$ cat src/shared/lpsl_consts.vh
// Purpose: Shared constants for the sixteen-channel grayscale PWM shift/latch block
// Assumes: 100 MHz core clock, all pins sampled into that domain
// Notes:   Times are in ns; cycle counts are derived from them
`ifndef LPSL_CONSTS_VH
`define LPSL_CONSTS_VH
`define LPSL_NUM_CH        16
`define LPSL_GS_W          16
`define LPSL_FRAME_BITS    256
`define LPSL_CLK_PERIOD_NS 10
`define LPSL_DELAY_5V_NS   20
`define LPSL_DELAY_3V3_NS  30
`define LPSL_DELAY_5V_CYC  ((`LPSL_DELAY_5V_NS + `LPSL_CLK_PERIOD_NS - 1) / `LPSL_CLK_PERIOD_NS)
`define LPSL_DELAY_3V3_CYC ((`LPSL_DELAY_3V3_NS + `LPSL_CLK_PERIOD_NS - 1) / `LPSL_CLK_PERIOD_NS)
`define LPSL_OSC_DIV       4
`define LPSL_FIFO_DEPTH    16
`define LPSL_FIFO_AW       4
`define LPSL_RST_MODE_ONE  1'b0
`define LPSL_RST_MODE_FALL 1'b0
`define LPSL_RST_MODE_EXT  1'b0
`endif

$ cat src/hdl/lpsl_fifo.v
// Purpose: Small synchronous FIFO with valid/ready on both sides
// Assumes: Single clock, asynchronous active-low reset
// Notes:   One word may pass per cycle; full and empty are exact
`timescale 1ns/10ps
module lpsl_fifo #(
  parameter WIDTH = 16,
  parameter DEPTH = 16,
  parameter AW    = 4
) (
  input  wire             clk_in,
  input  wire             rst_b_in,
  input  wire [WIDTH-1:0] wr_data_in,
  input  wire             wr_valid_in,
  output wire             wr_ready_out,
  output wire [WIDTH-1:0] rd_data_out,
  output wire             rd_valid_out,
  input  wire             rd_ready_in
);
  reg [WIDTH-1:0] mem_q [0:DEPTH-1];  // Storage words
  reg [AW-1:0]    wp_q;               // Write pointer
  reg [AW-1:0]    rp_q;               // Read pointer
  reg [AW:0]      cnt_q;              // Fill level
  wire            push;
  wire            pop;

  assign wr_ready_out = (cnt_q != DEPTH[AW:0]);
  assign rd_valid_out = (cnt_q != {(AW+1){1'b0}});
  assign rd_data_out  = mem_q[rp_q];
  assign push = wr_valid_in & wr_ready_out;
  assign pop  = rd_valid_out & rd_ready_in;

  // Storage has no reset; pointers guard stale words
  always @(posedge clk_in)
  begin
    if (push)
    begin
      mem_q[wp_q] <= wr_data_in;
    end
  end

  // Pointer and level bookkeeping
  always @(posedge clk_in or negedge rst_b_in)
  begin
    if (!rst_b_in)
    begin
      wp_q  <= {AW{1'b0}};
      rp_q  <= {AW{1'b0}};
      cnt_q <= {(AW+1){1'b0}};
    end
    else
    begin
      if (push)
        wp_q <= wp_q + 1'b1;
      if (pop)
        rp_q <= rp_q + 1'b1;
      if (push & ~pop)
        cnt_q <= cnt_q + 1'b1;
      else if (pop & ~push)
        cnt_q <= cnt_q - 1'b1;
    end
  end
endmodule // lpsl_fifo

$ cat src/hdl/lpsl_top.v
// Purpose: Sixteen-channel grayscale PWM logic with serial shift, latch and chain output
// Assumes: All pins asynchronous to clk_in; shift clock well below clk_in / 4
// Notes:   Channel sinks are open-drain: enable low means the sink conducts
// Behaviour
// - Sixteen channels, each 16-bit grayscale value
// - Shift in data on shift clock rise
// - Latch transparent while strobe high, else hold
// - Strobe high forces outputs off, counter reset
// - Rising-edge mode updates serial output on rise
// - Falling-edge mode updates serial output on fall
// - Grayscale clock pin advances counter when selected
// - Repeating/single cycles, internal/external clock selectable
// - Open-load detection records per-channel error status
// - Stagger channel switching by unit delay step
// - MSB first, channel 15 down to 0
// - Shift out latched words, LSB replaced by flag
// - Single mode: idle after each cycle, next tick restarts it
// - Reset defaults: repeat, rising edge, internal clock
`timescale 1ns/10ps
`include "lpsl_consts.vh"
module lpsl_top (
  input  wire        clk_in,
  input  wire        rst_b_in,
  input  wire        serial_data_in,
  input  wire        shift_clock_in,
  input  wire        latch_strobe_in,
  input  wire        grayscale_clock_in,
  input  wire        falling_edge_out_mode_in,
  input  wire        single_cycle_mode_in,
  input  wire        external_counter_clock_mode_in,
  input  wire        low_supply_in,
  input  wire [15:0] open_sense_in,
  output reg         serial_data_out,
  output wire [15:0] channel_sinks_oe_b_out,
  output wire [15:0] channel_sinks_out,
  output wire [15:0] open_error_out,
  output wire        frame_overflow_out
);
  localparam NCH = `LPSL_NUM_CH;
  localparam GW  = `LPSL_GS_W;
  localparam FB  = `LPSL_FRAME_BITS;
  localparam [1:0] ST_IDLE = 2'b01;  // Waiting for a cycle start
  localparam [1:0] ST_RUN  = 2'b10;  // Counting through a cycle

  // Three-stage samplers: stage 1 only feeds stage 2
  reg  [2:0] dck_s_q, lat_s_q, gck_s_q, dai_s_q;
  reg        dck_v_q, lat_v_q, gck_v_q;     // Filtered levels
  reg  [15:0] osn_a_q, osn_b_q;             // Open-sense synchroniser
  wire       dck_rise, dck_fall, lat_fall, gck_rise;
  wire       dck_ok = (dck_s_q[2] == dck_s_q[1]);
  wire       lat_ok = (lat_s_q[2] == lat_s_q[1]);
  wire       gck_ok = (gck_s_q[2] == gck_s_q[1]);

  assign dck_rise = dck_ok & dck_s_q[1] & ~dck_v_q;
  assign dck_fall = dck_ok & ~dck_s_q[1] & dck_v_q;
  assign lat_fall = lat_ok & ~lat_s_q[1] & lat_v_q;
  assign gck_rise = gck_ok & gck_s_q[1] & ~gck_v_q;

  // Pin sampling; a change counts once stages two and three agree
  always @(posedge clk_in or negedge rst_b_in)
  begin
    if (!rst_b_in)
    begin
      dck_s_q <= 3'h0;
      lat_s_q <= 3'h0;
      gck_s_q <= 3'h0;
      dai_s_q <= 3'h0;
      dck_v_q <= 1'b0;
      lat_v_q <= 1'b0;
      gck_v_q <= 1'b0;
      osn_a_q <= 16'h0000;
      osn_b_q <= 16'h0000;
    end
    else
    begin
      dck_s_q <= {dck_s_q[1:0], shift_clock_in};
      lat_s_q <= {lat_s_q[1:0], latch_strobe_in};
      gck_s_q <= {gck_s_q[1:0], grayscale_clock_in};
      dai_s_q <= {dai_s_q[1:0], serial_data_in};
      osn_a_q <= open_sense_in;
      osn_b_q <= osn_a_q;
      if (dck_ok)
        dck_v_q <= dck_s_q[1];
      if (lat_ok)
        lat_v_q <= lat_s_q[1];
      if (gck_ok)
        gck_v_q <= gck_s_q[1];
    end
  end

  // Mode bits, caught at the strobe's fall so a cycle never changes mid-way
  reg mode_one_q, mode_fall_q, mode_ext_q;
  always @(posedge clk_in or negedge rst_b_in)
  begin
    if (!rst_b_in)
    begin
      mode_one_q  <= `LPSL_RST_MODE_ONE;
      mode_fall_q <= `LPSL_RST_MODE_FALL;
      mode_ext_q  <= `LPSL_RST_MODE_EXT;
    end
    else if (lat_fall)
    begin
      mode_one_q  <= single_cycle_mode_in;
      mode_fall_q <= falling_edge_out_mode_in;
      mode_ext_q  <= external_counter_clock_mode_in;
    end
  end

  // Shift register: 256 bits, MSB of channel 15 enters first
  reg  [FB-1:0]  sh_q;
  reg  [FB-1:0]  lat_q;       // Latched grayscale words
  reg  [NCH-1:0] err_ok_q;    // One means load present
  reg            reload_q;    // Reload shift chain with status after latch
  wire [FB-1:0]  status_img;
  genvar gi;
  generate
    for (gi = 0; gi < NCH; gi = gi + 1)
    begin : g_img
      assign status_img[gi*GW +: GW] = {lat_q[gi*GW+1 +: GW-1], err_ok_q[gi]};
    end
  endgenerate

  // Shift, latch and readback loading
  always @(posedge clk_in or negedge rst_b_in)
  begin
    if (!rst_b_in)
    begin
      sh_q     <= {FB{1'b0}};
      lat_q    <= {FB{1'b0}};
      reload_q <= 1'b0;
    end
    else
    begin
      if (lat_v_q)
        lat_q <= sh_q;
      reload_q <= lat_fall;
      if (reload_q)
        sh_q <= status_img;
      else if (dck_rise)
        sh_q <= {sh_q[FB-2:0], dai_s_q[2]};
    end
  end

  // Chain output follows the top bit on the selected shift clock edge
  always @(posedge clk_in or negedge rst_b_in)
  begin
    if (!rst_b_in)
      serial_data_out <= 1'b0;
    else if (reload_q)
      serial_data_out <= status_img[FB-1];
    else if (!mode_fall_q && dck_rise)
      serial_data_out <= sh_q[FB-2];
    else if (mode_fall_q && dck_fall)
      serial_data_out <= sh_q[FB-1];
  end

  // Open-load status: sampled while a channel conducts
  reg [NCH-1:0] on_q;
  always @(posedge clk_in or negedge rst_b_in)
  begin
    if (!rst_b_in)
      err_ok_q <= {NCH{1'b1}};
    else
      err_ok_q <= (err_ok_q & ~(on_q & osn_b_q)) | (on_q & ~osn_b_q);
  end
  assign open_error_out = ~err_ok_q;

  // Internal oscillator: divided core clock
  reg [1:0] osc_q;
  wire      osc_tick = (osc_q == 2'(`LPSL_OSC_DIV - 1));
  always @(posedge clk_in or negedge rst_b_in)
  begin
    if (!rst_b_in)
      osc_q <= 2'h0;
    else
      osc_q <= osc_tick ? 2'h0 : osc_q + 2'h1;
  end

  wire tick = mode_ext_q ? gck_rise : osc_tick;

  // Grayscale counter and cycle control
  reg [1:0]    st_q;
  reg [GW-1:0] cnt_q;
  reg          active_q;
  always @(posedge clk_in or negedge rst_b_in)
  begin
    if (!rst_b_in)
    begin
      st_q     <= ST_IDLE;
      cnt_q    <= {GW{1'b0}};
      active_q <= 1'b0;
    end
    else if (lat_v_q)
    begin
      st_q     <= ST_IDLE;
      cnt_q    <= {GW{1'b0}};
      active_q <= 1'b0;
    end
    else
    begin
      case (st_q)
        ST_IDLE:
        begin
          if (tick)
          begin
            st_q     <= ST_RUN;
            cnt_q    <= {GW{1'b0}};
            active_q <= 1'b1;
          end
        end
        ST_RUN:
        begin
          if (tick)
          begin
            cnt_q <= cnt_q + 1'b1;
            if (cnt_q == {GW{1'b1}} && mode_one_q)
            begin
              st_q     <= ST_IDLE;
              active_q <= 1'b0;
            end
          end
        end
        default:
        begin
          st_q     <= ST_IDLE;
          active_q <= 1'b0;
        end
      endcase
    end
  end

  // Compare per channel, then stagger through a FIFO-fed delay line
  reg [NCH-1:0] cmp;
  integer k;
  always @*
  begin
    cmp = {NCH{1'b0}};
    for (k = 0; k < NCH; k = k + 1)
      cmp[k] = active_q & ~lat_v_q & (cnt_q < lat_q[k*GW +: GW]);
  end

  // FIFO carries the compare words in order; drain is steady
  wire [NCH-1:0] fifo_dat;
  wire           fifo_v;
  wire           fifo_rdy;
  lpsl_fifo #(
    .WIDTH (NCH),
    .DEPTH (`LPSL_FIFO_DEPTH),
    .AW    (`LPSL_FIFO_AW)
  ) u_fifo (
    .clk_in       (clk_in),
    .rst_b_in     (rst_b_in),
    .wr_data_in   (cmp),
    .wr_valid_in  (1'b1),
    .wr_ready_out (fifo_rdy),
    .rd_data_out  (fifo_dat),
    .rd_valid_out (fifo_v),
    .rd_ready_in  (1'b1)
  );
  assign frame_overflow_out = ~fifo_rdy;

  // Stagger: channel n waits n unit steps; 3 cycles covers the slow supply
  reg [3*NCH-1:0] dly_q [0:NCH-1];
  wire [1:0] step = low_supply_in ? 2'(`LPSL_DELAY_3V3_CYC) : 2'(`LPSL_DELAY_5V_CYC);
  generate
    for (gi = 0; gi < NCH; gi = gi + 1)
    begin : g_dly
      always @(posedge clk_in or negedge rst_b_in)
      begin
        if (!rst_b_in)
          dly_q[gi] <= {(3*NCH){1'b0}};
        else
          dly_q[gi] <= {dly_q[gi][3*NCH-2:0], fifo_v & fifo_dat[gi]};
      end
      always @(posedge clk_in or negedge rst_b_in)
      begin
        if (!rst_b_in)
          on_q[gi] <= 1'b0;
        else if (lat_v_q)
          on_q[gi] <= 1'b0;
        else if (gi == 0)
          on_q[gi] <= fifo_v & fifo_dat[gi];
        else
          on_q[gi] <= dly_q[gi][gi*step - 1];
      end
    end
  endgenerate

  assign channel_sinks_out      = 16'h0000;
  assign channel_sinks_oe_b_out = ~on_q;
endmodule // lpsl_top

$ cat config.mk
export PLATFORM = sky130hd
export DESIGN_NAME = lpsl_top
export DESIGN_NICKNAME = d
export VERILOG_FILES = /design/src/hdl/lpsl_fifo.v /design/src/hdl/lpsl_top.v
export VERILOG_INCLUDE_DIRS = /design/src /design/src/shared
export SDC_FILE = /design/constraint.sdc
export NUM_CORES = 2
export LEC_CHECK = 0
export ABC_AREA = 1
export BUFFER_PORTS_ARGS = -buffer_cell sky130_fd_sc_hd__buf_2
export CAP_MARGIN = 20
export CORE_UTILIZATION = 47
export DETAILED_ROUTE_END_ITERATION = 12
export PLACE_DENSITY_LB_ADDON = 0.05
export SYNTH_ARGS = -nofsm -noshare
export SYNTH_HDL_FRONTEND = slang
export SYNTH_HIERARCHICAL = 1
export SYNTH_SLANG_ARGS = --single-unit
$ cat constraint.sdc
create_clock -name clk_in -period 3.61 [get_ports clk_in]
set_clock_uncertainty 0.05 [all_clocks]
set_input_delay 0.361 -clock clk_in [delete_from_list [all_inputs] [get_ports clk_in]]
set_output_delay 0.361 -clock clk_in [all_outputs]
set_load 0.01 [all_outputs]
==> qor.csv <==
metric,value,unit
status,finished with violations,
violations,DRC,
synthToLayoutAreaGrowth,13.59,%
switching_share,32.60,%
power.leakage,28.26,nW
dp_hpwl,72.01,mm
power_switching,15.46,mW
grt_use_met2,34.57,%
ant_nets,0,
final_common_cell,nand2_1,
syn_area,51540,sq um
cts_made_buffers,137,
clk_pin_slew,60,ps
place_congestion,0.7956,
cts-resized-gates,0,
synth-warning-count,6,
cts-root-buf,clkbuf_16,
synth_edf_count,256,
cp.arrival,3050,ps
clkLatencyLatePin,740,ps
power_frac_seq,47.8,%
grt_pass1_wl,190.3,mm
placed_area,53740,sq um
irDropWorstVdd,0.0004967,V
worstPathRequired,4130,ps
antenna_found_initial,0,
fp-row-count,121,
placed_cells,6583,
grt_busiest_layer,met2,
hold_class,in2async,
nets,5614,
power,47.42,mW
synthFlopType,dfrtp_1,
cap_violations,0,
drtPass1Iterations,10,
critical_path_class,reg2reg,
htree_levels,4,
drive_above_1_share,7.721,%
diodes,0,
ys_ff_latch,1245,
clockPowerShare,29.6,%
core-area,108900,sq um
vias,34260,
timing_hold_violations_final,0,
post-route-min-period,2523,ps
grt_max_degree,169,
cts_tree,done,
setup_viol,0,
drv_slew,0,
die_area,111000,sq um
grt_usage,21.93,%
async_flop_share,79.44,%
end_kind,register,
fp.dieW,333.2,um
overflow,0,
initial_core_util,47.35,%
routed_wl,117.9,mm
wl_per_cell,17.20,um
pwr-share-comb,22.6,%
rsz0062_at_grt,false,
fin_crit_sh,69.88,%
ys_types,38,
cp_max_fo,16,
cts.repair_timing.setup_buffer_count,0,
p_per_area,809.9,nW/um^2
cellInternalPower,31.96,mW
grt_pass1_vias,33620,
ys_seq_area_share,62.97,%
worst_setup_path_start_kind,register,
syn_avg_cell_area,9.895,sq um
max-slew-margin-rel,10.94,%
drt_iter0_markers,2176,
syn_inst,5209,
grt.met1_usage,31.14,%
stdcell_count,6854,
port_buffers,59,
fmax,396.4,MHz
clockBufferDepth,3,
fp.dieH,333.2,um
met3_usage,3.663,%
fin_tns_setup,0,ps
ios,76,
vias_per_cell,4.999,
layout_common_cells,"1604 x nand2_1, 969 x dfrtp_1, 482 x inv_1",
worstMarginPinSlew,1336,ps
fin_area,58550,sq um
drc,2,
cts_sinks,1245,
utilization,53.78,%
per-layer routing:
metal	share of wire (%)	vias up	wire (um)
met4	2.4	0	2866
met3	4.0	166	4722
met5	0	-	0
li1	-	17040	-
met2	46	535	54270
met1	48	16530	56010
repair_timing:
| action | CTS | global route |
|---|---|---|
| hold endpoints to repair | 322 | 0 |
| endpoints found under the setup margin | 0 | 0 |
| hold buffers | 24 | 0 |
registers in the layout, indices dropped and copies added (netlist names), 5 cells and up, named ones only:
name and flops:
osn_b_q 16, u_fifo/cnt_q 5, u_fifo/mem_q 256, dly_q 360
on_q 16, cnt_q 16, osn_a_q 16, lat_q 256
sh_q 256
through the flow:
stage,setup slack (ps),hold WS [ps]
after floorplan,1473,15.41
after global placement,1078,268.6
after detailed placement,1061,274.8
after CTS,1048,60.64
after global routing,900.4,97.75
final,1087,100.2
logic make-up after synthesis:
logic type                 share of synthesized area, %
and+or+nand+nor                                   16.98
DFF                                               62.97
buffers and inverters                             6.183
AOI/OAI and AO/OA                                 7.503
adders and majority gates                         6.229
xor gates and xnor gates                         0.1189
other                                           0.01457
synth_stat cells, types with 8 or more instances:
master	number	area (sq um)
nor2_1	480	1802
o21ai_0	321	1607
dfrtp_1	972	24320
ha_1	255	3191
nor3_1	21	105.1
a21oi_1	119	595.6
a31oi_1	254	1589
buf_4	33	247.7
buf_2	88	440.4
nand4_1	8	50.05
nand2_1	1604	6021
inv_1	483	1813
clkbuf_1	92	345.3
nor4_1	15	93.84
buf_6	26	292.8
nand3_1	128	640.6
edfxtp_1	256	7687
dfstp_2	17	446.7
worst max-delay path: stages, from the launching register on:
cell,delay (ps)
dfrtp_1,720
buf_4,260
ha_1,240
a21oi_1,160
nor2_1,50
nor3_1,140
nand2_1,120
nand2_1,70
nand2_1,150
nor2_1,160
buf_4,230
layout make-up:
type                    count  area (sq um)
fillers                  9621         50310
well taps                1414          1769
clock buffers             201          3941
repair buffers            209          1917
inverters                 491          1861
flip-flops and latches   1245         32470
multi-input cells        3248         15970
clock inverters            46         623.1
power by group through the flow:
stage	sequential [mW]	clock, mW	combinational, mW
2_1_floorplan	21.8	0	7.93
3_3_place_gp	22.8	0	10.7
3_5_place_dp	22.9	0	10.9
4_1_cts	22.7	14.4	10.9
5_1_grt	23.3	15.0	12.5
6_report	22.7	14.0	10.7
final timing paths:
check	from	endpoint	slack, ps	cells after the start
setup / recovery	cnt_q[5]	u_fifo/mem_q[6][4]	1090	10
hold / removal	rst_b_in	sh_q[64]	100	2
setup reg to reg	cnt_q[5]	u_fifo/mem_q[6][4]	1090	10
hold reg to reg	dly_q[12]	dly_q[13]	290	0
max in group asynchronous	rst_b_in	asynchronous set/reset pin	2290	4
min in group clk_in	latch_strobe_in	lat_s_q[0]	200	2
(Power assumes the default switching activity.)
